<file path="src/verilog/sacs_defs.vh">
// constants for the serial adapter control and status block
// assumes a single 125 MHz system clock and an 8-bit host bus on pins
`ifndef SACS_DEFS_VH
`define SACS_DEFS_VH
// register select decode
`define SACS_RS_CTRL_STAT   1'b0
`define SACS_RS_DATA        1'b1
// control fields
`define SACS_DIV_LO         0
`define SACS_DIV_HI         1
`define SACS_WORD_LO        2
`define SACS_WORD_HI        4
`define SACS_TXC_LO         5
`define SACS_TXC_HI         6
`define SACS_RXIE_BIT       7
`define SACS_CTRL_RESET     8'h03
// divide codes
`define SACS_DIV_1          2'h0
`define SACS_DIV_16         2'h1
`define SACS_DIV_64         2'h2
`define SACS_DIV_MRESET     2'h3
// ticks per bit minus one, and to mid start bit
`define SACS_NM1_16         6'h0f
`define SACS_NM1_64         6'h3f
`define SACS_HALF_16        6'h07
`define SACS_HALF_64        6'h1f
// transmitter control codes
`define SACS_TXC_IRQ_ON     2'h1
`define SACS_TXC_RTS_HIGH   2'h2
`define SACS_TXC_BREAK      2'h3
// status bit positions
`define SACS_ST_RXFULL      0
`define SACS_ST_TXEMPTY     1
`define SACS_ST_CARRIER     2
`define SACS_ST_CTS         3
`define SACS_ST_FRAME       4
`define SACS_ST_OVERRUN     5
`define SACS_ST_PARITY      6
`define SACS_ST_IRQ         7
// receive buffer
`define SACS_FIFO_WIDTH     10
`define SACS_FIFO_DEPTH     16
`define SACS_FIFO_AW        4
// synchronised pin vector
`define SACS_NSYNC          17
`define SACS_P_E            0
`define SACS_P_CS_N         1
`define SACS_P_RS           2
`define SACS_P_RW           3
`define SACS_P_RXCLK        4
`define SACS_P_TXCLK        5
`define SACS_P_RXD          6
`define SACS_P_CTS_N        7
`define SACS_P_CARRIER      8
`define SACS_P_DIN          9
`endif

</file>
<file path="src/verilog/sacs_top.v">
// serial adapter control and status logic with receive buffer
// assumes all pins asynchronous to CLK_SYS and much slower than it
`timescale 1ns/1ns
`default_nettype none
`include "sacs_defs.vh"

////////////////////////////////////////////////////////////////////////////////
module sacs_fifo #(
	parameter W  = `SACS_FIFO_WIDTH,
	parameter D  = `SACS_FIFO_DEPTH,
	parameter AW = `SACS_FIFO_AW
) (
	input  wire         clk,
	input  wire         rstn,
	input  wire         clr,
	input  wire         in_valid,
	output wire         in_ready,
	input  wire [W-1:0] in_data,
	output wire         out_valid,
	input  wire         out_ready,
	output wire [W-1:0] out_data
);
	reg [W-1:0] mem [0:D-1];
	reg [AW-1:0] wp;
	reg [AW-1:0] rp;
	reg [AW:0]   cnt;
	wire         push;
	wire         pop;

	assign in_ready  = (cnt != D[AW:0]);
	assign out_valid = (cnt != {(AW+1){1'b0}});
	assign out_data  = mem[rp];
	assign push      = in_valid & in_ready;
	assign pop       = out_valid & out_ready;

	always @(posedge clk)
	begin
		if (push)
			mem[wp] <= in_data;
	end

	always @(posedge clk or negedge rstn)
	begin
		if (!rstn)
		begin
			wp  <= {AW{1'b0}};
			rp  <= {AW{1'b0}};
			cnt <= {(AW+1){1'b0}};
		end
		else if (clr)
		begin
			wp  <= {AW{1'b0}};
			rp  <= {AW{1'b0}};
			cnt <= {(AW+1){1'b0}};
		end
		else
		begin
			if (push)
				wp <= wp + 1'b1;
			if (pop)
				rp <= rp + 1'b1;
			if (push & ~pop)
				cnt <= cnt + 1'b1;
			else if (pop & ~push)
				cnt <= cnt - 1'b1;
		end
	end
endmodule // sacs_fifo

////////////////////////////////////////////////////////////////////////////////
module sacs_top (
	input  wire       CLK_SYS,
	input  wire       RSTN,
	input  wire       E,
	input  wire       CS_N,
	input  wire       REGISTER_SELECT,
	input  wire       RW,
	input  wire [7:0] D_IN,
	output reg  [7:0] D_OUT,
	output reg        D_OE,
	input  wire       RX_CLK,
	input  wire       TX_CLK,
	input  wire       RXD,
	input  wire       CTS_N,
	input  wire       CARRIER_LOST_INPUT,
	output reg        TXD,
	output reg        RTS_N,
	output reg        IRQ_N
);
	localparam RX_IDLE  = 3'b001;
	localparam RX_START = 3'b010;
	localparam RX_BITS  = 3'b100;
	localparam TX_IDLE  = 2'b01;
	localparam TX_RUN   = 2'b10;

	wire [`SACS_NSYNC-1:0] pin_raw;
	reg  [`SACS_NSYNC-1:0] s1;
	reg  [`SACS_NSYNC-1:0] s2;
	reg  [`SACS_NSYNC-1:0] s3;
	reg  [`SACS_NSYNC-1:0] pin;
	reg  [`SACS_NSYNC-1:0] pin_d;

	////////////////////////////////////////////////////////////////////////
	// three-stage sync; value moves only when stages two and three agree
	assign pin_raw = {D_IN, CARRIER_LOST_INPUT, CTS_N, RXD, TX_CLK, RX_CLK,
		RW, REGISTER_SELECT, CS_N, E};
	genvar g;
	generate
		for (g = 0; g < `SACS_NSYNC; g = g + 1)
		begin : g_sync
			always @(posedge CLK_SYS or negedge RSTN)
			begin
				if (!RSTN)
				begin
					// enable resets to its idle low level: no false strobe edge
					s1[g]    <= (g != `SACS_P_E);
					s2[g]    <= (g != `SACS_P_E);
					s3[g]    <= (g != `SACS_P_E);
					pin[g]   <= (g != `SACS_P_E);
					pin_d[g] <= (g != `SACS_P_E);
				end
				else
				begin
					s1[g]    <= pin_raw[g];
					s2[g]    <= s1[g];
					s3[g]    <= s2[g];
					pin[g]   <= (s2[g] == s3[g]) ? s3[g] : pin[g];
					pin_d[g] <= pin[g];
				end
			end
		end
	endgenerate

	wire       e_rise   = pin[`SACS_P_E] & ~pin_d[`SACS_P_E];
	wire       e_fall   = ~pin[`SACS_P_E] & pin_d[`SACS_P_E];
	wire       sel      = ~pin[`SACS_P_CS_N];
	wire       rs       = pin[`SACS_P_RS];
	wire       rd       = pin[`SACS_P_RW];
	wire [7:0] din      = pin[`SACS_P_DIN +: 8];
	wire       rx_tick  = pin[`SACS_P_RXCLK] & ~pin_d[`SACS_P_RXCLK];
	wire       tx_tick  = ~pin[`SACS_P_TXCLK] & pin_d[`SACS_P_TXCLK];
	wire       rxd      = pin[`SACS_P_RXD];
	wire       cts_high = pin[`SACS_P_CTS_N];
	wire       carrier  = pin[`SACS_P_CARRIER];
	wire       car_rise = carrier & ~pin_d[`SACS_P_CARRIER];

	// bus strobes act on the falling edge of the enable
	wire wr_ctrl = e_fall & sel & (rs == `SACS_RS_CTRL_STAT) & ~rd;
	wire rd_stat = e_fall & sel & (rs == `SACS_RS_CTRL_STAT) & rd;
	wire wr_data = e_fall & sel & (rs == `SACS_RS_DATA) & ~rd;
	wire rd_data = e_fall & sel & (rs == `SACS_RS_DATA) & rd;

	////////////////////////////////////////////////////////////////////////
	reg  [7:0] line_control;
	wire [1:0] div_sel = {line_control[`SACS_DIV_HI], line_control[`SACS_DIV_LO]};
	wire [2:0] word    = line_control[`SACS_WORD_HI:`SACS_WORD_LO];
	wire [1:0] tx_ctl  = line_control[`SACS_TXC_HI:`SACS_TXC_LO];
	wire       rx_irq_enable = line_control[`SACS_RXIE_BIT];
	// held in reset until host picks a real ratio
	wire       mreset  = (div_sel == `SACS_DIV_MRESET);

	// live decode, no buffering of format bits
	wire       len8     = word[2];
	wire       par_en   = ~word[2] | word[1];
	wire       par_odd  = word[0];
	wire       two_stop = ~word[1] & ~(word[2] & word[0]);
	wire [3:0] len      = len8 ? 4'h8 : 4'h7;
	wire [5:0] nm1      = (div_sel == `SACS_DIV_16) ? `SACS_NM1_16 :
		(div_sel == `SACS_DIV_64) ? `SACS_NM1_64 : 6'h00;
	wire [5:0] half     = (div_sel == `SACS_DIV_16) ? `SACS_HALF_16 : `SACS_HALF_64;

	always @(posedge CLK_SYS or negedge RSTN)
	begin
		if (!RSTN)
			line_control <= `SACS_CTRL_RESET;
		else if (wr_ctrl)
			line_control <= din;
	end

	////////////////////////////////////////////////////////////////////////
	// receiver
	reg  [2:0] rx_state;
	reg  [5:0] rx_cnt;
	reg  [3:0] rx_idx;
	reg  [7:0] rx_sh;
	reg        rx_par;
	reg        push;
	reg  [9:0] push_data;
	wire       fifo_ready;
	wire       fifo_valid;
	wire [9:0] fifo_data;
	reg        rx_full;
	reg  [7:0] rx_holding_register;
	reg        frame_error_flag;
	reg        parity_error_flag;
	reg        ovr_pend;
	reg        ovr_shown;
	wire       rx_clr = mreset | carrier;
	wire       load   = fifo_valid & ~rx_full;
	wire [3:0] stop_idx = len + {3'b000, par_en};
	wire       par_bad  = ((^{rx_sh, rx_par}) != par_odd) & par_en;

	always @(posedge CLK_SYS or negedge RSTN)
	begin
		if (!RSTN)
		begin
			rx_state  <= RX_IDLE;
			rx_cnt    <= 6'h00;
			rx_idx    <= 4'h0;
			rx_sh     <= 8'h00;
			rx_par    <= 1'b0;
			push      <= 1'b0;
			push_data <= 10'h000;
		end
		else if (rx_clr)
		begin
			rx_state <= RX_IDLE;
			push     <= 1'b0;
		end
		else
		begin
			push <= 1'b0;
			if (rx_tick)
			begin
				case (rx_state)
				RX_IDLE:
					if (!rxd)
					begin
						rx_cnt   <= 6'h00;
						rx_idx   <= 4'h0;
						rx_sh    <= 8'h00;
						rx_par   <= 1'b0;
						rx_state <= (div_sel == `SACS_DIV_1) ? RX_BITS : RX_START;
					end
				RX_START:
					if (rx_cnt == half)
					begin
						rx_cnt   <= 6'h00;
						rx_state <= rxd ? RX_IDLE : RX_BITS;
					end
					else
						rx_cnt <= rx_cnt + 6'h01;
				RX_BITS:
					if (rx_cnt == nm1)
					begin
						rx_cnt <= 6'h00;
						rx_idx <= rx_idx + 4'h1;
						if (rx_idx < len)
							rx_sh[rx_idx[2:0]] <= rxd;
						else if (rx_idx < stop_idx)
							rx_par <= rxd;
						else
						begin
							// stop sampled mid-bit; overrun decided by the status logic when this push meets a full buffer
							push      <= 1'b1;
							push_data <= {~rxd, par_bad, rx_sh};
							rx_state  <= RX_IDLE;
						end
					end
					else
						rx_cnt <= rx_cnt + 6'h01;
				default:
					rx_state <= RX_IDLE;
				endcase
			end
		end
	end

	sacs_fifo #(
		.W  (`SACS_FIFO_WIDTH),
		.D  (`SACS_FIFO_DEPTH),
		.AW (`SACS_FIFO_AW)
	) u_rx_fifo (
		.clk       (CLK_SYS),
		.rstn      (RSTN),
		.clr       (rx_clr),
		.in_valid  (push),
		.in_ready  (fifo_ready),
		.in_data   (push_data),
		.out_valid (fifo_valid),
		.out_ready (load),
		.out_data  (fifo_data)
	);

	always @(posedge CLK_SYS or negedge RSTN)
	begin
		if (!RSTN)
		begin
			rx_full             <= 1'b0;
			rx_holding_register <= 8'h00;
			frame_error_flag    <= 1'b0;
			parity_error_flag   <= 1'b0;
			ovr_pend            <= 1'b0;
			ovr_shown           <= 1'b0;
		end
		else if (rx_clr)
		begin
			rx_full           <= 1'b0;
			frame_error_flag  <= 1'b0;
			parity_error_flag <= 1'b0;
			ovr_pend          <= 1'b0;
			ovr_shown         <= 1'b0;
		end
		else
		begin
			if (rd_data)
			begin
				if (ovr_shown)
				begin
					ovr_shown <= 1'b0;
					ovr_pend  <= 1'b0;
					rx_full   <= 1'b0;
				end
				// flag waits until the last buffered character is read
				else if (ovr_pend & ~fifo_valid)
					ovr_shown <= 1'b1;
				else
					rx_full <= 1'b0;
			end
			// a load wins over a same-cycle read of an empty register
			if (load)
			begin
				rx_full             <= 1'b1;
				rx_holding_register <= fifo_data[7:0];
				frame_error_flag    <= fifo_data[9];
				parity_error_flag   <= fifo_data[8];
			end
			// lost character wins over a same-cycle read
			if (push & ~fifo_ready)
				ovr_pend <= 1'b1;
		end
	end

	////////////////////////////////////////////////////////////////////////
	// carrier loss latch, cleared by status read then data read
	reg car_latch;
	reg car_armed;

	always @(posedge CLK_SYS or negedge RSTN)
	begin
		if (!RSTN)
		begin
			car_latch <= 1'b0;
			car_armed <= 1'b0;
		end
		else if (car_rise)
		begin
			car_latch <= 1'b1;
			car_armed <= 1'b0;
		end
		else if (mreset)
		begin
			car_latch <= 1'b0;
			car_armed <= 1'b0;
		end
		else if (rd_stat & car_latch)
			car_armed <= 1'b1;
		else if (rd_data & car_armed)
		begin
			car_latch <= 1'b0;
			car_armed <= 1'b0;
		end
	end

	////////////////////////////////////////////////////////////////////////
	// transmitter
	reg  [1:0] tx_state;
	reg  [5:0] tx_cnt;
	reg  [3:0] tx_idx;
	reg  [7:0] tx_holding_register;
	reg  [7:0] tx_sh;
	reg        tx_full;
	wire [7:0] tx_bits  = len8 ? tx_sh : {1'b0, tx_sh[6:0]};
	wire       tx_par   = (^tx_bits) ^ par_odd;
	wire [3:0] tx_pidx  = len + 4'h1;
	wire [3:0] tx_last  = tx_pidx + {3'b000, par_en} + {3'b000, two_stop};
	wire [3:0] tx_didx  = tx_idx - 4'h1;
	reg        tx_bit;

	always @*
	begin
		if (tx_idx == 4'h0)
			tx_bit = 1'b0;
		else if (tx_idx < tx_pidx)
			tx_bit = tx_sh[tx_didx[2:0]];
		else if ((tx_idx == tx_pidx) & par_en)
			tx_bit = tx_par;
		else
			tx_bit = 1'b1;
	end

	always @(posedge CLK_SYS or negedge RSTN)
	begin
		if (!RSTN)
		begin
			tx_state            <= TX_IDLE;
			tx_cnt              <= 6'h00;
			tx_idx              <= 4'h0;
			tx_sh               <= 8'h00;
			tx_full             <= 1'b0;
			tx_holding_register <= 8'h00;
		end
		else if (mreset)
		begin
			tx_state <= TX_IDLE;
			tx_full  <= 1'b0;
		end
		else
		begin
			if (tx_tick)
			begin
				case (tx_state)
				TX_IDLE:
					if (tx_full)
					begin
						tx_sh    <= tx_holding_register;
						tx_full  <= 1'b0;
						tx_idx   <= 4'h0;
						tx_cnt   <= 6'h00;
						tx_state <= TX_RUN;
					end
				TX_RUN:
					if (tx_cnt == nm1)
					begin
						tx_cnt <= 6'h00;
						if (tx_idx >= tx_last)
							tx_state <= TX_IDLE;
						else
							tx_idx <= tx_idx + 4'h1;
					end
					else
						tx_cnt <= tx_cnt + 6'h01;
				default:
					tx_state <= TX_IDLE;
				endcase
			end
			// host write wins over a same-cycle transfer
			if (wr_data)
			begin
				tx_holding_register <= din;
				tx_full             <= 1'b1;
			end
		end
	end

	////////////////////////////////////////////////////////////////////////
	// status, interrupt and pins
	wire tx_empty_flag = ~tx_full & ~cts_high;
	wire rx_full_flag  = rx_full & ~carrier;
	wire overrun_flag  = ovr_shown;
	wire irq = (rx_irq_enable & (rx_full_flag | overrun_flag | car_latch))
		| ((tx_ctl == `SACS_TXC_IRQ_ON) & tx_empty_flag);
	wire [7:0] line_status = {~IRQ_N, parity_error_flag, overrun_flag, frame_error_flag,
		cts_high, car_latch | carrier, tx_empty_flag, rx_full_flag};

	always @(posedge CLK_SYS or negedge RSTN)
	begin
		if (!RSTN)
		begin
			D_OUT <= 8'h00;
			D_OE  <= 1'b0;
			TXD   <= 1'b1;
			RTS_N <= 1'b1;
			IRQ_N <= 1'b1;
		end
		else
		begin
			// the read data is captured on the enable rise; its side-effects act later, on the fall
			if (e_rise & sel & rd)
			begin
				D_OE  <= 1'b1;
				D_OUT <= (rs == `SACS_RS_DATA) ? rx_holding_register : line_status;
			end
			else if (e_fall)
				D_OE <= 1'b0;
			TXD   <= (tx_ctl == `SACS_TXC_BREAK) ? 1'b0 :
				((tx_state == TX_RUN) ? tx_bit : 1'b1);
			RTS_N <= (tx_ctl == `SACS_TXC_RTS_HIGH);
			IRQ_N <= ~irq;
		end
	end
endmodule // sacs_top
`default_nettype wire

</file>
<file path="config.mk">
export PLATFORM = sky130hd
export DESIGN_NAME = sacs_top
export DESIGN_NICKNAME = d
export VERILOG_FILES = /design/src/verilog/sacs_top.v
export VERILOG_INCLUDE_DIRS = /design/src /design/src/verilog
export SDC_FILE = /design/constraint.sdc
export NUM_CORES = 1
export LEC_CHECK = 0
export ABC_CLOCK_PERIOD_IN_PS = 3300
export BUFFER_PORTS_ARGS = -buffer_cell sky130_fd_sc_hd__buf_2
export CAP_MARGIN = 20
export CELL_PAD_IN_SITES_DETAIL_PLACEMENT = 1
export CELL_PAD_IN_SITES_GLOBAL_PLACEMENT = 1
export CORE_UTILIZATION = 50
export CTS_CLUSTER_DIAMETER = 50
export DETAILED_ROUTE_END_ITERATION = 12
export PLACE_DENSITY = 0.87
export REMOVE_ABC_BUFFERS = 1
export SYNTH_ARGS = -nofsm -noshare
export SYNTH_HDL_FRONTEND = slang
export SYNTH_SLANG_ARGS = --single-unit
export TNS_END_PERCENT = 20
</file>
<file path="constraint.sdc">
create_clock -name CLK_SYS -period 3.3 [get_ports CLK_SYS]
set_clock_uncertainty 0.2 [all_clocks]
set_input_delay 0.33 -clock CLK_SYS [delete_from_list [all_inputs] [get_ports CLK_SYS]]
set_output_delay 0.33 -clock CLK_SYS [all_outputs]
set_load 0.02 [all_outputs]
</file>
==> results.sh <==
export IMPL_dpl_cell_area_um2=14900
export IMPL_reg2regPathDepth=8
export IMPL_fmax_mhz=310
export IMPL_multi_input_area_um2=4510
export IMPL_r2r_slack_ns=0.07
export IMPL_cts_tree="yes"
export IMPL_synth_distinct_cells=76
export IMPL_rows=61
export IMPL_vias=8601
export IMPL_routed_wl_um=37400
export IMPL_numPortBuffers=30
export IMPL_ys_seq_elements=342
export IMPL_die_x_um=170
export IMPL_dp_hpwl_um=21800
export IMPL_initial_core_util_pct=50.9
export IMPL_area_growth_pct=15.9
export IMPL_ys_seq_area_share_pct=66.8
export IMPL_regArea_um2=9450
export IMPL_grt_start_max_net_pins=88
export IMPL_finalSetupViolCount=0
export IMPL_cts_sinks=342
export IMPL_peakVddDrop_mv=0.575
export IMPL_worst_slew_pin_slew_ns=0.898
export IMPL_final_util_pct=59.0
export IMPL_use_met3_pct=4.19
export IMPL_synth_flop_cell="edfxtp_1"
export IMPL_met2_usage_pct=47.8
export IMPL_reg2reg_from="u_rx_fifo.cnt[0]"
export IMPL_routabilityCongestion=0.805
export IMPL_grt_overflow=0
export IMPL_post_cts_buffers=0
export IMPL_clock_latency_ns=0.53
export IMPL_cts_buffers=37
export IMPL_post_route_period_util_pct=97.9
export IMPL_crit_arrival_ns=3.45
export IMPL_syn_avg_cell_area_um2=15.5
export IMPL_ys_top_cells_by_area="edfxtp_1, dfrtp_1, dfstp_2"
export IMPL_leakagePower_nw=6.30
export IMPL_fin_crit_ns=3.23
export IMPL_reg2reg_to="u_rx_fifo.cnt[4]"
export IMPL_post_drt_via_cell_ratio=6.13
export IMPL_hold_path_class="register to register"
export IMPL_io_pins=31
export IMPL_die_h_um=170
export IMPL_cts_root_buf="clkbuf_16"
export IMPL_pre_cts_ws_ns=0.145
export IMPL_status="complete, no violations"
export IMPL_grt_antenna_before_repair=0
export IMPL_layout_drive_gt1_share_pct=30.8
export IMPL_grt_pass1_vias=9409
export IMPL_worstPathMaxFanout=6
export IMPL_h_tree_depth=2
export IMPL_antennaDiodeCount=0
export IMPL_yosys_warnings=0
export IMPL_worst_ep_required_time_ns=3.52
export IMPL_route_detailed_drc=0
export IMPL_yosysTopAreaCell="edfxtp_1"
export IMPL_crit_end="u_rx_fifo.cnt[4]"
export IMPL_design_area_um2=16400
export IMPL_holdWs_ns=0.153
export IMPL_maxSlewHeadroom_pct=40.0
export IMPL_met1_usage_pct=31.7
export IMPL_drtIter0Drc=638
export IMPL_nFillCells=2577
export IMPL_rsz0062_at_grt="no"
export IMPL_synthArstFlopShare_pct=53.2
export IMPL_ant_nets=0
export IMPL_nets=1045
export IMPL_grt_busiest_layer="met2"
export IMPL_cp_end_kind="register"
export IMPL_clockBufferDepth=3
export IMPL_maxSlewViolCount=0
export IMPL_cp_start_kind="register"
export IMPL_drtPass1Iterations=5
export IMPL_postSynthCellCount=910
export IMPL_fp_dieArea_um2=29000
export IMPL_grt_pass1_wl_um=57300
export IMPL_clk_pin_slew_ns=0.06
export IMPL_grtUsageTotal_pct=26.8
export IMPL_coreArea_um2=27800
export IMPL_power_density_nw_per_um2=754
export IMPL_synth_top_cell_area_share_pct=34.0
export IMPL_netlist_area_um2=14100
export IMPL_avgRoutedWirePerCell_um=26.6
export IMPL_crit_type="register to register"
export IMPL_crit_start="u_rx_fifo.cnt[0]"
export IMPL_drv_cap=0
export IMPL_final_hold_viol_count=0
export IMPL_synth_edff_count=160
export IMPL_setup_ws_ns=0.0698
[area by class of cell]
type | instances | area share (%)
sequential | 342 | 57.7
multi-input combinational | 513 | 27.5
inverter | 24 | 0.549
tap | 378 | 2.88
clock buffer | 52 | 6.69
timing repair buffer | 79 | 3.72
clock inverter | 16 | 0.969
[sequential cells by signal, summed over array words and instances (netlist names), 2 cells and up]
signal,count
s2,17
tx_holding_register,8
rx_idx,4
u_rx_fifo.cnt,5
u_rx_fifo.mem,160
s1,17
push_data,10
rx_cnt,6
u_rx_fifo.wp,4
s3,17
line_control,8
u_rx_fifo.rp,4
tx_cnt,6
pin,4
tx_sh,8
rx_sh,8
tx_idx,4
rx_holding_register,8
tx_state,2
pin_d,4
rx_state,3
din,8
D_OUT,8
[kinds of logic after synthesis]
family                     after synthesis  synth area share [%]
xor gates and xnor gates                28                  1.93
AOI/OAI and AO/OA                      121                  5.90
muxes                                  102                  12.2
DFF                                    342                  66.8
and+or+nand+nor                        213                  7.71
buffers and inverters                   56                  1.62
other                                    2                0.0531
adders and majority gates               46                  3.82
[critical path, cell delays in order (launching register included)]
cell,delay [ns]
dfrtp_1,0.47
or4_4,0.60
o21ai_2,0.22
nand2_2,0.15
fa_1,0.47
a21o_1,0.21
a21oi_2,0.24
o21ai_0,0.18
a221oi_2,0.37
[repair_timing]
item                                    in CTS  in global routing
gates resized for setup                      2                  4
endpoints found under the setup margin       1                  2
endpoints found under the hold margin       73                  0
hold buffers                                18                  0
[cells in the final DEF (no fill, tap or decap), drive strengths merged, types with 7 or more instances in the layout]
cell type,synthesis,final
edfxtp,160,160
dfrtp,108,108
dfstp,74,74
buf,8,60
nor2,56,56
clkbuf,24,53
mux4,52,52
nand2,48,48
mux2,39,39
o21ai,38,38
a21oi,29,29
ha,28,28
inv,24,26
nand3,23,23
xnor2,20,20
nor3,20,20
dlygate4sd3,0,18
maj3,17,17
mux2i,11,11
clkinv,0,10
or3,8,8
nor4,8,8
and3,7,7
a21o,7,7
a211o,7,7
[synth_stat cells (5+ instances only)]
master and number:
edfxtp_1 160, dfrtp_1 108, dfstp_2 74, nor2_1 56, mux4_2 52, nand2_1 46
mux2_2 39, o21ai_0 36, a21oi_1 28, ha_1 28, inv_1 24, nand3_1 23
clkbuf_1 22, xnor2_1 20, nor3_1 19, maj3_1 17, mux2i_1 11, and3_1 7
nor4_1 7, or3_1 7, a21o_1 6, nand2b_1 6, xor2_1 6, nand4_1 5
nor2b_1 5, nor3b_1 5, o311ai_0 5
[routing by layer]
layer,routed length (µm),part of all wire [%]
met2,19800,53
met5,0,0
met3,1730,4.6
met1,14200,38
met4,1630,4.4
[metrics by stage]
| step | TNS, ns | total power, W | instances |
|---|---|---|---|
| final | 0 | 0.0124 | 1404 |
| after global routing | 0 | 0.0127 | 1404 |
| after CTS | 0 | 0.0123 | 1403 |
| after detailed placement | 0 | 0.00789 | 1317 |
| after global placement | 0 | 0.00763 | 1317 |
| after floorplan | -0.912 | 0.00697 | 879 |
[power by group]
part | total (W) | leakage (nW) | switching (W) | internal [W]
combinational | 0.00278 | 1.92 | 0.00158 | 0.00120
sequential | 0.00533 | 3.77 | 0.000441 | 0.00489
clock | 0.00425 | 0.613 | 0.00169 | 0.00256
total | 0.0124 | 6.30 | 0.00371 | 0.00865
[worst min-delay path by stage]
stage                start  endpoint  slack, ns  cells past startpoint
floorplan             RSTN      D_OE      -0.17                      0
global placement     s1[0]     s2[0]       0.13                      0
global route         s1[6]     s2[6]       0.16                      0
CTS                  s1[6]     s2[6]       0.15                      0
finish              s1[15]    s2[15]       0.15                      0
detailed placement  s1[10]    s2[10]       0.15                      0
Note: power is estimated with default switching activity, not from simulation.
